### src/watchdog_pkg.sv
// Summary of operation
// The window watchdog is a 14-bit down-counter that counts while running and reloads on each valid refresh.
// A window watchdog underflow requests a chip reset when the reset response is selected.
// A window watchdog underflow may instead raise a non-maskable interrupt or an ordinary interrupt.
// The window watchdog only accepts a refresh inside a configurable count window; outside it is a runaway.
// Software refreshes the independent watchdog often enough that its 14-bit counter never underflows.
// An independent watchdog underflow gives a reset, a non-maskable interrupt or an interrupt as selected.
// The independent watchdog counts edges of its own 15 kHz oscillator, not of the system clock.
// The independent watchdog starts by itself after reset, underflow or refresh error, or on its first refresh.
// A refresh outside the permitted window is a refresh error and gets the same response as an underflow.
// Each watchdog keeps flags telling whether its last event was an underflow or a refresh error.
package watchdog_pkg;

    localparam int COUNT_WIDTH = 14;
    localparam logic [13:0] COUNT_RESET = 14'h0000;
    localparam logic [13:0] COUNT_MAX = 14'h3FFF;
    localparam int IWD_OSC_KHZ = 15;
    localparam int CLK_KHZ = 10000;
    // The 15 kHz oscillator is sampled by the 10 MHz clock, so each high phase spans many cycles.
    localparam int IWD_OSC_CYCLES = CLK_KHZ / IWD_OSC_KHZ;
    localparam int WWD_DIV_DEFAULT = 4;
    localparam logic [15:0] DIV_RESET = 16'h0000;

    typedef enum logic [1:0] {
        RESP_RESET = 2'h0,
        RESP_NMI   = 2'h1,
        RESP_IRQ   = 2'h3
    } response_t;

    typedef enum logic [1:0] {
        WD_STOPPED = 2'h0,
        WD_RUNNING = 2'h1
    } wd_state_t;

endpackage

### src/watchdog_core.sv
module watchdog_core #(
    parameter int WIDTH = watchdog_pkg::COUNT_WIDTH
) (
    input  wire logic             clk,
    input  wire logic             reset_n,
    input  wire logic             clk_en,
    input  wire logic             tick,
    input  wire logic             refresh,
    input  wire logic             auto_start,
    input  wire logic [WIDTH-1:0] reload,
    input  wire logic [WIDTH-1:0] win_lo,
    input  wire logic [WIDTH-1:0] win_hi,
    input  wire logic [1:0]       response,
    input  wire logic             flag_clear,
    output logic                  running,
    output logic [WIDTH-1:0]      count,
    output logic                  reset_req,
    output logic                  nmi_req,
    output logic                  irq_req,
    output logic                  underflow_flag,
    output logic                  refresh_error_flag
);

    watchdog_pkg::wd_state_t state_reg;
    watchdog_pkg::wd_state_t state_next;
    logic [WIDTH-1:0] count_reg;
    logic [WIDTH-1:0] count_next;
    logic             rst_reg;
    logic             nmi_reg;
    logic             irq_reg;
    logic             ufl_flag_reg;
    logic             err_flag_reg;

    wire is_running  = (state_reg == watchdog_pkg::WD_RUNNING);
    wire in_window   = (count_reg >= win_lo) && (count_reg <= win_hi);
    wire refresh_ok  = is_running && refresh && in_window;
    wire refresh_bad = is_running && refresh && !in_window;
    wire underflow   = is_running && !refresh && tick && (count_reg == '0);
    wire fault       = underflow || refresh_bad;
    wire start_now   = !is_running && (refresh || auto_start);
    wire sel_reset   = fault && (response == watchdog_pkg::RESP_RESET);
    wire sel_nmi     = fault && (response == watchdog_pkg::RESP_NMI);
    wire sel_irq     = fault && (response == watchdog_pkg::RESP_IRQ);

    always_comb begin
        state_next = state_reg;
        count_next = count_reg;
        case (state_reg)
            watchdog_pkg::WD_STOPPED: begin
                if (start_now) begin
                    state_next = watchdog_pkg::WD_RUNNING;
                    count_next = reload;
                end
            end
            watchdog_pkg::WD_RUNNING: begin
                if (fault) begin
                    // Without auto start the counter waits for software to refresh it again.
                    count_next = reload;
                    state_next = auto_start ? watchdog_pkg::WD_RUNNING : watchdog_pkg::WD_STOPPED;
                end else if (refresh_ok) begin
                    count_next = reload;
                end else if (tick) begin
                    count_next = count_reg - 1'b1;
                end
            end
            default: begin
                state_next = watchdog_pkg::WD_STOPPED;
                count_next = reload;
            end
        endcase
    end

    always_ff @(posedge clk) begin
        if (!reset_n) begin
            state_reg <= watchdog_pkg::WD_STOPPED;
            count_reg <= watchdog_pkg::COUNT_RESET;
            rst_reg   <= 1'b0;
            nmi_reg   <= 1'b0;
            irq_reg   <= 1'b0;
        end else if (clk_en) begin
            state_reg <= state_next;
            count_reg <= count_next;
            rst_reg   <= sel_reset;
            nmi_reg   <= sel_nmi;
            irq_reg   <= sel_irq;
        end
    end

    // A new event wins over a clear in the same cycle; the other flag drops so the last event is kept.
    always_ff @(posedge clk) begin
        if (!reset_n) begin
            ufl_flag_reg <= 1'b0;
            err_flag_reg <= 1'b0;
        end else if (clk_en) begin
            if (fault) begin
                ufl_flag_reg <= underflow;
                err_flag_reg <= refresh_bad;
            end else if (flag_clear) begin
                ufl_flag_reg <= 1'b0;
                err_flag_reg <= 1'b0;
            end
        end
    end

    assign running            = is_running;
    assign count              = count_reg;
    assign reset_req          = rst_reg;
    assign nmi_req            = nmi_reg;
    assign irq_req            = irq_reg;
    assign underflow_flag     = ufl_flag_reg;
    assign refresh_error_flag = err_flag_reg;

endmodule // watchdog_core

### src/dual_watchdog_timers.sv
module dual_watchdog_timers #(
    parameter int WWD_DIV = watchdog_pkg::WWD_DIV_DEFAULT
) (
    input  wire logic        clk,
    input  wire logic        reset_n,
    input  wire logic        clk_en,
    input  wire logic        iwd_osc,
    input  wire logic        wwd_refresh,
    input  wire logic        wwd_auto_start,
    input  wire logic [13:0] wwd_reload,
    input  wire logic [13:0] wwd_win_lo,
    input  wire logic [13:0] wwd_win_hi,
    input  wire logic [1:0]  wwd_response,
    input  wire logic        wwd_flag_clear,
    input  wire logic        iwd_refresh,
    input  wire logic        iwd_auto_start,
    input  wire logic [13:0] iwd_reload,
    input  wire logic [1:0]  iwd_response,
    input  wire logic        iwd_flag_clear,
    output logic             chip_reset_req,
    output logic             nmi_req,
    output logic             irq_req,
    output logic             wwd_running,
    output logic [13:0]      wwd_count,
    output logic             wwd_underflow_flag,
    output logic             wwd_refresh_error_flag,
    output logic             iwd_running,
    output logic [13:0]      iwd_count,
    output logic             iwd_underflow_flag,
    output logic             iwd_refresh_error_flag
);

    localparam logic [15:0] DIV_LAST = 16'(WWD_DIV - 1);

    logic [15:0] div_reg;
    logic        osc_prev_reg;
    logic        rst_out_reg;
    logic        nmi_out_reg;
    logic        irq_out_reg;
    logic        w_rst;
    logic        w_nmi;
    logic        w_irq;
    logic        i_rst;
    logic        i_nmi;
    logic        i_irq;

    wire wwd_tick = (div_reg == DIV_LAST);
    // The independent count follows oscillator edges, which are only seen on clk edges with clk_en high.
    wire iwd_tick = iwd_osc && !osc_prev_reg;

    always_ff @(posedge clk) begin
        if (!reset_n) begin
            div_reg      <= watchdog_pkg::DIV_RESET;
            osc_prev_reg <= 1'b0;
            rst_out_reg  <= 1'b0;
            nmi_out_reg  <= 1'b0;
            irq_out_reg  <= 1'b0;
        end else if (clk_en) begin
            div_reg      <= wwd_tick ? watchdog_pkg::DIV_RESET : div_reg + 16'h0001;
            osc_prev_reg <= iwd_osc;
            rst_out_reg  <= w_rst || i_rst;
            nmi_out_reg  <= w_nmi || i_nmi;
            irq_out_reg  <= w_irq || i_irq;
        end
    end

    watchdog_core #(.WIDTH(watchdog_pkg::COUNT_WIDTH)) window_watchdog (
        .clk                (clk),
        .reset_n            (reset_n),
        .clk_en             (clk_en),
        .tick               (wwd_tick),
        .refresh            (wwd_refresh),
        .auto_start         (wwd_auto_start),
        .reload             (wwd_reload),
        .win_lo             (wwd_win_lo),
        .win_hi             (wwd_win_hi),
        .response           (wwd_response),
        .flag_clear         (wwd_flag_clear),
        .running            (wwd_running),
        .count              (wwd_count),
        .reset_req          (w_rst),
        .nmi_req            (w_nmi),
        .irq_req            (w_irq),
        .underflow_flag     (wwd_underflow_flag),
        .refresh_error_flag (wwd_refresh_error_flag)
    );

    // The independent watchdog has no window, so any refresh while running is accepted.
    watchdog_core #(.WIDTH(watchdog_pkg::COUNT_WIDTH)) independent_watchdog (
        .clk                (clk),
        .reset_n            (reset_n),
        .clk_en             (clk_en),
        .tick               (iwd_tick),
        .refresh            (iwd_refresh),
        .auto_start         (iwd_auto_start),
        .reload             (iwd_reload),
        .win_lo             (watchdog_pkg::COUNT_RESET),
        .win_hi             (watchdog_pkg::COUNT_MAX),
        .response           (iwd_response),
        .flag_clear         (iwd_flag_clear),
        .running            (iwd_running),
        .count              (iwd_count),
        .reset_req          (i_rst),
        .nmi_req            (i_nmi),
        .irq_req            (i_irq),
        .underflow_flag     (iwd_underflow_flag),
        .refresh_error_flag (iwd_refresh_error_flag)
    );

    assign chip_reset_req = rst_out_reg;
    assign nmi_req        = nmi_out_reg;
    assign irq_req        = irq_out_reg;

endmodule // dual_watchdog_timers

### config.mk
export PLATFORM = sky130hd
export DESIGN_NAME = dual_watchdog_timers
export DESIGN_NICKNAME = d
export VERILOG_FILES = /design/src/watchdog_pkg.sv /design/src/watchdog_core.sv /design/src/dual_watchdog_timers.sv
export SDC_FILE = /design/constraint.sdc
export NUM_CORES = 1
export LEC_CHECK = 0
export BUFFER_PORTS_ARGS = -buffer_cell sky130_fd_sc_hd__buf_2
export CAP_MARGIN = 20
export CORE_MARGIN = 2
export CORE_UTILIZATION = 48
export CTS_CLUSTER_SIZE = 14
export DETAILED_ROUTE_END_ITERATION = 12
export PLACE_DENSITY = 0.72
export SETUP_SLACK_MARGIN = 0.02
export SLEW_MARGIN = 20
export SYNTH_ARGS = -nofsm -noshare
export SYNTH_HDL_FRONTEND = slang
export SYNTH_SLANG_ARGS = --single-unit
### constraint.sdc
create_clock -name clk -period 7.4 [get_ports clk]
set_input_delay 0.37 -clock clk [delete_from_list [all_inputs] [get_ports clk]]
set_output_delay 0.37 -clock clk [all_outputs]
set_load 0.02 [all_outputs]
Word-level counts from Yosys, hierarchy flattened
Cells that the tools add are included.

$mul: 0. Add/subtract/negate cells: 3. Shifts and indexed selects: 0. Magnitude comparators: 4. Eq/ne operators: 13. Div/mod/pow operators: 0. Reduce and logical (&&, ||, !) cells: 51. Bitwise logic cells: 0. Mux-type cells: 25.

Operator list (number): $mux 14 (8); $pmux 14 s2 (2); $logic_not 14->1 (2); $sub 14x1->14 const B (2); $logic_and 1x1->1 (23); $add 16x1->16 const B (1); $eq 16x2->1 const B (1); $mux 16 (1); $ge 14x1->1 const B (1); $ge 14x14->1 (1); $le 14x14->1 (1); $le 14x14->1 const B (1); $reduce_and 3->1 (4); $eq 2x1->1 const B (4); $logic_not 2->1 (4); $mux 1 (8); $mux 2 (4); $ne 4x3->1 const B (2); $pmux 2 s2 (2); $logic_not 1->1 (7); $logic_or 1x1->1 (7); $eq 2x2->1 const B (2); $ne 2x1->1 const B (2); $ne 2x2->1 const B (2); other kinds (2) (4).

Word-level logic and storage cells: 115. Output and inout bits: 37. ROM bits: 0. Memories: 0. Latch bits: 0. Bits in registers: 62. Input bits: 70. RAM bits: 0.

Depth between registers and ports, before layout
Gate-level depths: netlist of run 1.

Depth after elaboration: 7. Mapped depth: 9. Gate-level depth less buffers: 8.

Hierarchy
A second synthesis of run 1 with hierarchy kept.

Cell total of the unflattened synthesis: 603. Area, all modules: 4695.8 um^2.

Modules (own cells, without submodules): watchdog_core (area each 1896.8 um^2, cells each 250, times used 2, seq. area each 400.4 um^2); dual_watchdog_timers (area each 902.1 um^2, cells each 103, times used 1, seq. area each 400.4 um^2).

Worst setup path after synthesis of run 1
Ideal clock, no wire load.

Path type: reg-to-reg. Start: register window_watchdog.count_reg[7], in the netlist window_watchdog.count[7]. End: register window_watchdog.count_reg[3], in the netlist window_watchdog.count[3]. Slack: 4873 ps. Data arrival time: 2410 ps. Cell stages (with the launch flop): 7. Clock period less this slack: 2527 ps. Library setup time: 117 ps. Data required time: 7283 ps. Path buffers: 1. Cells stage by stage: dfxtp_1 > or4_4 > or2_1 > buf_6 > o41ai_4 > mux2_2 > a32o_2.

Cells in the longest elaborated chain, start to end: 7. Elaborated cells on any way between the ends: 14. Those cells by class: order compare: 2; eq/ne: 1; mux: 3; reduce/logical: 8.

Ends and longest elaborated chain: from (decl) (RTL line watchdog_core.sv:26) `logic [WIDTH-1:0] count_reg;`; from (signal assigned) (RTL line watchdog_core.sv:76) `count_reg <= watchdog_pkg::COUNT_RESET;`; from (signal assigned) (RTL line watchdog_core.sv:82) `count_reg <= count_next;`; $ge 14x14->1 or $le 14x14->1 (tied branches) (RTL line watchdog_core.sv:35) `wire in_window = (count_reg >= win_lo) && (count_reg <= win_hi);`; $logic_and 1x1->1 (RTL line watchdog_core.sv:35); $logic_not 1->1 (RTL line watchdog_core.sv:37) `wire refresh_bad = is_running && refresh && !in_window;`; $logic_and 1x1->1 (RTL line watchdog_core.sv:37); $logic_or 1x1->1 (RTL line watchdog_core.sv:39) `wire fault = underflow || refresh_bad;`; $ne 4x3->1 (no line) or $mux 14 (tied branches); $reduce_and 3->1 (no line) or $pmux 14 s2 (tied branches).

Parallel ways exist; a longest one is shown, timed or not. A chain may end at the register's enable or synchronous reset.

Final worst setup path of run 1
Start: register window_watchdog.count_reg[0], in the netlist window_watchdog.count[0]. End: register window_watchdog.count_reg[3], in the netlist window_watchdog.count[3].

The elaborated chain is that of the path after synthesis.

==> results of run 1 <==
## critical path: stages (launching register included)
cell and delay [ps]:
dfxtp_1 340, inv_1 130, ha_1 210, nor3b_1 270
nand3b_1 350, o41ai_4 410, buf_4 320, mux2_2 370
a32o_2 210
## power groups by stage
stage	registers, W	clock network [W]	logic [W]
2_1_floorplan	0.000381	0	0.000124
3_3_place_gp	0.000368	0	0.000192
3_5_place_dp	0.000369	0	0.000197
4_1_cts	0.000362	0.000272	0.000198
5_1_grt	0.000365	0.000289	0.000223
6_report	0.000362	0.000269	0.000199
## placed cells by master (no fill, tap or decap), types with 3 or more instances in the layout
master    Yosys  routed
a211oi_1      7       7
a21o_1        3       3
a21oi_1      52      52
a221oi_1      6       6
a31o_2        3       3
a32o_1        6       6
and3_1        6       6
buf_2         3     106
clkbuf_8      0      12
dfxtp_1      60      60
ha_1         31      31
inv_1        37      37
mux2i_1       3       3
nand2_1      45      45
nand2b_1      5       5
nand3_1      10      10
nand3b_1      3       3
nand4_1       9       9
nor2_1       52      52
nor2b_1       4       4
nor3_1       16      16
nor3b_1       5       5
nor4_1        7       7
o211ai_1      3       3
o21a_1        4       4
o21ai_0      37      37
o21ai_1       8       7
o22ai_1       4       4
o31ai_1       3       3
or3_1         6       6
xnor2_1       3       3
xor2_1       10      10
## per-layer routing
metal	global-route usage (%)	vias up	routed length (um)	part of all wire [%]
met5	0	-	0	0
met4	10.5	0	280	2.8
met3	4.51	23	673	6.7
met2	36.4	141	4400	44
met1	31.2	1807	4700	47
li1	-	1995	-	-
## through the flow
stage / hold WS (ps) / instances
after CTS: 290 / 700
after floorplan: 441 / 495
after global placement: 440 / 686
after detailed placement: 443 / 686
after global routing: 301 / 700
final: 297 / 700
## cell usage after synthesis (all sizes together) (5+ instances only)
cell type	count	area, um^2
a211oi	7	52.6
nor2	52	195
and3	6	37.5
dfxtp	60	1200
inv	37	139
o21ai	45	225
nand2b	5	31.3
a21oi	52	260
clkbuf	12	45.0
xor2	10	87.6
or3	6	37.5
nor4	7	43.8
a221oi	6	52.6
a32o	7	71.3
nor3	16	80.1
nor3b	5	37.5
buf	6	48.8
nand3	10	50.1
nand2	45	169
ha	31	388
nand4	9	56.3
## final timing paths
path                                              to  slack, ps  cells past startpoint
min                                     osc_prev_reg        300                      3
min reg2reg  independent_watchdog.refresh_error_flag        450                      1
max                         window_watchdog.count[3]       4690                      8
max reg2reg                 window_watchdog.count[3]       4690                      8
## area by class of cell
type,instances,share of cell area [%]
clock buffers,12,3.61
clock inverters,2,0.219
inverters,38,3.12
multi-input cells,379,52.2
flip-flops and latches,60,26.3
well taps,102,2.79
repair buffers,107,11.8
## cell families (layout without fill, tap and decap cells)
family / count (synthesis) / count (layout) / synth area share [%]
flip-flops: 60 / 60 / 31.4
AO/OA/AOI/OAI: 152 / 152 / 25.1
XOR/XNOR: 13 / 13 / 2.98
multiplexers: 4 / 4 / 1.08
buffers and inverters: 56 / 159 / 6.19
adder cells (fa/ha/maj): 31 / 31 / 10.2
AND/OR/NAND/NOR: 179 / 179 / 23.1
==> impl_metrics.csv, run 1 <==
group,metric,value,unit
setup_path,cp-start-kind,"flop",
sta,setup_violations,0,
floorplan,die_w,93.2,um
route,drc,0,
route,wl,10.1,mm
clocking,cts_root_buf,"clkbuf_8",
setup_path,crit_required,7630,ps
sta,slew_headroom,32.9,%
synth,ys_seq_elements,60,
synth,postSynthCellCount,495,
hold_path,worstHoldStart,"iwd_osc",
global_routing,track_usage,23.3,%
layout,area_growth,19.7,%
sta,rsz0062_at_grt,"false",
synth,synthArstFlopShare,0,%
placement,io_buffers,106,
layout,n_antenna_cell,0,
power_and_ir_drop,power,0.000830,W
global_routing,grt_max_degree,34,
power_and_ir_drop,p_leak,2.12,nW
power_and_ir_drop,p_int,0.000561,W
sta,layout_min_cycle_time,2710,ps
placement,dpl_cell_area,4390,um^2
clocking,cts.sinks,60,
power_and_ir_drop,max-vdd-ir-drop,0.000118,V
floorplan,die-area,8690,um^2
power_and_ir_drop,clock_power_share,32.4,%
sta,maxSlewViolCount,0,
synth,synthFlopType,"dfxtp_1",
synth,yosysWarnings,0,
power_and_ir_drop,comb_power_share,23.9,%
layout,fin_area,4570,um^2
clocking,cts_resized,0,
route,drtPass1Iterations,5,
outcome,status,"completed",
route,dr.first_iter.drc_count,172,
clocking,path_clk_slew,60,ps
floorplan,die_h,93.2,um
route,antenna_left,0,
placement,dpl_worst_slack,4710,ps
sta,tightest_slew,1000,ps
setup_path,cp.arrival,2940,ps
synth,synthDistinctLibCells,57,
setup_path,crit_type,"flop to flop",
layout,nets,696,
synth,ys_seq_area_share,31.4,%
global_routing,first_global_vias,3548,
clocking,htreeDepth,3,
floorplan,core_area,7730,um^2
global_routing,gr-total-overflow,0,
synth,syn_avg_cell_area,7.72,um^2
layout,final_layout_size_suffix_gt1_share,22.1,%
sta,fin_crit_sh,36.6,%
setup_path,crit_start,"window_watchdog.count[0]",
sta,fmaxAchievable,0.369,GHz
power_and_ir_drop,switching_power,0.000269,W
sta,setup_slack,4690,ps
route,wl_per_cell,14.4,um
floorplan,ios,107,
route,avgViaCountPerCell,5.67,
clocking,cts_tree,"done",
layout,final_util,59.1,%
power_and_ir_drop,swShare,32.4,%
sta,tns,0,ps
setup_path,cp_max_fo,28,
clocking,insertion_delay,340,ps
setup_path,endpoint_kind,"flop",
power_and_ir_drop,p_per_area,182,nW/um^2
global_routing,grt_pass1_wl,16.2,mm
synth,syn-num-nets,596,
synth,synth_area,3820,um^2
route,vias,3966,
layout,multi_input_area,2390,um^2
clocking,cts_buffer_depth,2,
clocking,post_cts_buffers,0,
setup_path,reg2reg_from,"window_watchdog.count[0]",
flow_run,cap_viol_max_count,0,
layout,regArea,1200,um^2
global_routing,antenna_found_initial,0,
layout,n_fill_cell,724,
hold_path,hold_class,"input pin to flop",
placement,hpwl,7.46,mm
sta,skew,6.65,ps
sta,hold_viol,0,
placement,place_congestion,0.900,
clocking,hold_buffers,0,
floorplan,start_util,49.4,%
layout,largest_reg_flops,16,
clocking,cts_buffers,9,
synth,synth-edff-count,0,
power_and_ir_drop,p_seq_share,43.7,%
floorplan,rows,32,
(Power assumes the default switching activity.)
==> run 2, diff against run 1 <==
--- a/config.mk
+++ b/config.mk
@@ -11,7 +11,7 @@
 export CORE_UTILIZATION = 48
 export CTS_CLUSTER_SIZE = 14
 export DETAILED_ROUTE_END_ITERATION = 12
-export PLACE_DENSITY = 0.72
+export PLACE_DENSITY = 0.75
 export SETUP_SLACK_MARGIN = 0.02
 export SLEW_MARGIN = 20
 export SYNTH_ARGS = -nofsm -noshare
==> constraint.sdc (replaced) <==
create_clock -name clk -period 2.31 [get_ports clk]
set_input_delay 0.1155 -clock clk [delete_from_list [all_inputs] [get_ports clk]]
set_output_delay 0.1155 -clock clk [all_outputs]
set_load 0.02 [all_outputs]
==> run 2 against run 1 <==
  * Non-clock buffer count grew 32
  * Total power rose to 3.6 times the previous value
  * Final cell count rose by 4.9%
  * Sequential power rose to 3.2 times the previous value
  * Utilization grew 5.1 points
  * Cell area is 8.5% higher
  * Clock skew increased by 4.3 ps
  * Flip-flop and latch count unchanged
  * Worst hold slack lost 270 ps
  * Wire length increased by 8.0%
  * Register-to-register slack worse by 4600 ps
  * Combinational power rose to 3.7 times the previous value
==> impl_metrics.csv, run 2 (synthesis gave the netlist of run 1 again) <==
group,metric,value,unit
sta,fin_crit_sh,95.6,%
power_and_ir_drop,p_int,0.00207,W
placement,dpl_cell_area,4630,um^2
flow_run,cap_viol_max_count,0,
setup_path,cp.arrival,2450,ps
clocking,cts_buffer_depth,2,
route,vias,4202,
floorplan,start_util,49.4,%
setup_path,max_stage_delay,550,ps
power_and_ir_drop,p_leak,2.32,nW
global_routing,grt_max_degree,33,
clocking,cts_tree,"done",
layout,final_common_cell,"buf_2",
floorplan,rows,32,
setup_path,crit_type,"flop to flop",
layout,nets,728,
route,avgViaCountPerCell,5.72,
power_and_ir_drop,comb_power_share,24.8,%
setup_path,cp-start-kind,"flop",
power_and_ir_drop,power,0.00301,W
outcome,status,"completed",
floorplan,ios,107,
setup_path,endpoint_kind,"flop",
global_routing,gr-total-overflow,0,
sta,skew,11.0,ps
global_routing,grt_pass1_wl,17.6,mm
clocking,cts_buffers,9,
sta,setup_violations,0,
power_and_ir_drop,swShare,31.2,%
sta,hold_viol,0,
setup_path,cp_max_fo,8,
power_and_ir_drop,max-vdd-ir-drop,0.000358,V
clocking,hold_buffers,0,
sta,maxSlewViolCount,0,
placement,io_buffers,106,
layout,final_cell_mix,"106 x buf_2, 52 x nor2_1, 52 x a21oi_1",
clocking,htreeDepth,3,
clocking,insertion_delay,350,ps
placement,hpwl,7.87,mm
sta,setup_slack,102,ps
global_routing,antenna_found_initial,0,
placement,place_congestion,0.905,
layout,final_layout_size_suffix_gt1_share,29.4,%
layout,n_fill_cell,673,
power_and_ir_drop,p_seq_share,38.4,%
hold_path,hold_depth,3,
setup_path,cp_num_buf_inv,1,
sta,layout_min_cycle_time,2210,ps
layout,fin_area,4960,um^2
route,wl,10.9,mm
global_routing,first_global_vias,3856,
floorplan,die-area,8690,um^2
setup_path,reg2reg_slack,100,ps
layout,largest_reg_flops,16,
setup_path,reg2reg_to,"window_watchdog.count[3]",
route,drc,0,
route,wl_per_cell,14.8,um
layout,n_antenna_cell,0,
clocking,cts_root_buf,"clkbuf_8",
power_and_ir_drop,p_per_area,606,nW/um^2
power_and_ir_drop,clock_power_share,36.8,%
setup_path,cp_cell_sequence,"or4_4, or2_4, o41ai_4, buf_6, mux2_4, a32o_2",
setup_path,slowest_stage,"or4_4",
global_routing,track_usage,25.0,%
floorplan,die_h,93.2,um
sta,tightest_slew,637,ps
hold_path,min_to,"window_watchdog.count[2]",
setup_path,critPathTopFamily,"simple AND/OR/NAND/NOR gates",
clocking,cts.sinks,60,
layout,area_growth,29.9,%
placement,dpl_worst_slack,-241,ps
clocking,path_clk_slew,70,ps
sta,fmaxAchievable,0.453,GHz
hold_path,worstHoldStart,"wwd_reload[2]",
layout,final_util,64.2,%
route,antenna_left,0,
hold_path,hold_class,"input pin to flop",
setup_path,reg2reg_from,"window_watchdog.count[7]",
setup_path,reg2regPathDepth,6,
sta,slew_headroom,57.5,%
sta,whs,31.8,ps
route,drtPass1Iterations,4,
floorplan,core_area,7730,um^2
floorplan,die_w,93.2,um
power_and_ir_drop,switching_power,0.000937,W
setup_path,crit_required,2550,ps
route,dr.first_iter.drc_count,222,
[run 2: worst max-delay path by stage]
| stage | from | endpoint | slack, ps | cells after the start |
|---|---|---|---|---|
| after floorplan | window_watchdog.count[7] | window_watchdog.count[3] | -30 | 6 |
| after global routing | div_reg[1] | window_watchdog.count[10] | -6 | 9 |
| after detailed placement | window_watchdog.count[13] | window_watchdog.state_reg[0] | -240 | 7 |
| final | window_watchdog.count[7] | window_watchdog.count[3] | 100 | 6 |
| after CTS | independent_watchdog.count[11] | independent_watchdog.count[7] | 30 | 5 |
| after global placement | window_watchdog.count[13] | window_watchdog.state_reg[0] | -200 | 7 |
[run 2: area by class of cell]
class / count / area (um^2) / share of cell area [%]
Multi-Input combinational cell: 379 / 2460 / 49.7
Sequential cell: 60 / 1210 / 24.5
Timing Repair Buffer: 139 / 786 / 15.8
Clock buffer: 12 / 156 / 3.15
Inverter: 38 / 143 / 2.88
Tap cell: 102 / 128 / 2.57
Clock inverter: 4 / 70.1 / 1.41
[run 2: routing by layer]
metal	global-route usage [%]	vias up	share of wire, %	wire length, um
li1	-	2062	-	-
met1	32.0	1941	45	4880
met2	42.0	181	46	5050
met3	4.59	18	6.9	749
met4	9.19	0	1.7	185
met5	0	-	0	0
[run 2: metrics by stage]
step / instances / setup TNS [ps]
after floorplan: 495 / -31.1
after global placement: 715 / -867
after detailed placement: 715 / -1170
after CTS: 731 / 0
after global routing: 734 / -5.81
final: 734 / 0
[run 2: power by group through the flow]
stage / registers (W) / logic (W) / clock network (W)
5_1_grt: 0.00116 / 0.000827 / 0.00116
2_1_floorplan: 0.00122 / 0.000399 / 0
3_5_place_dp: 0.00117 / 0.000706 / 0
4_1_cts: 0.00115 / 0.000718 / 0.00111
3_3_place_gp: 0.00117 / 0.000686 / 0
6_report: 0.00116 / 0.000745 / 0.00111
[run 2: worst reg2reg max path: stages (launching register included)]
cell     delay, ps
dfxtp_4        340
or4_4          550
or2_4          280
o41ai_4        230
buf_6          180
mux2_4         300
a32o_2         220
[run 2: repair_timing]
| action | in CTS | in global routing |
|---|---|---|
| pin swaps | 1 | 5 |
| setup buffers | 0 | 3 |
| hold endpoints to repair | 0 | 0 |
| endpoints found under the setup margin | 13 | 25 |
| gates resized for setup | 4 | 18 |
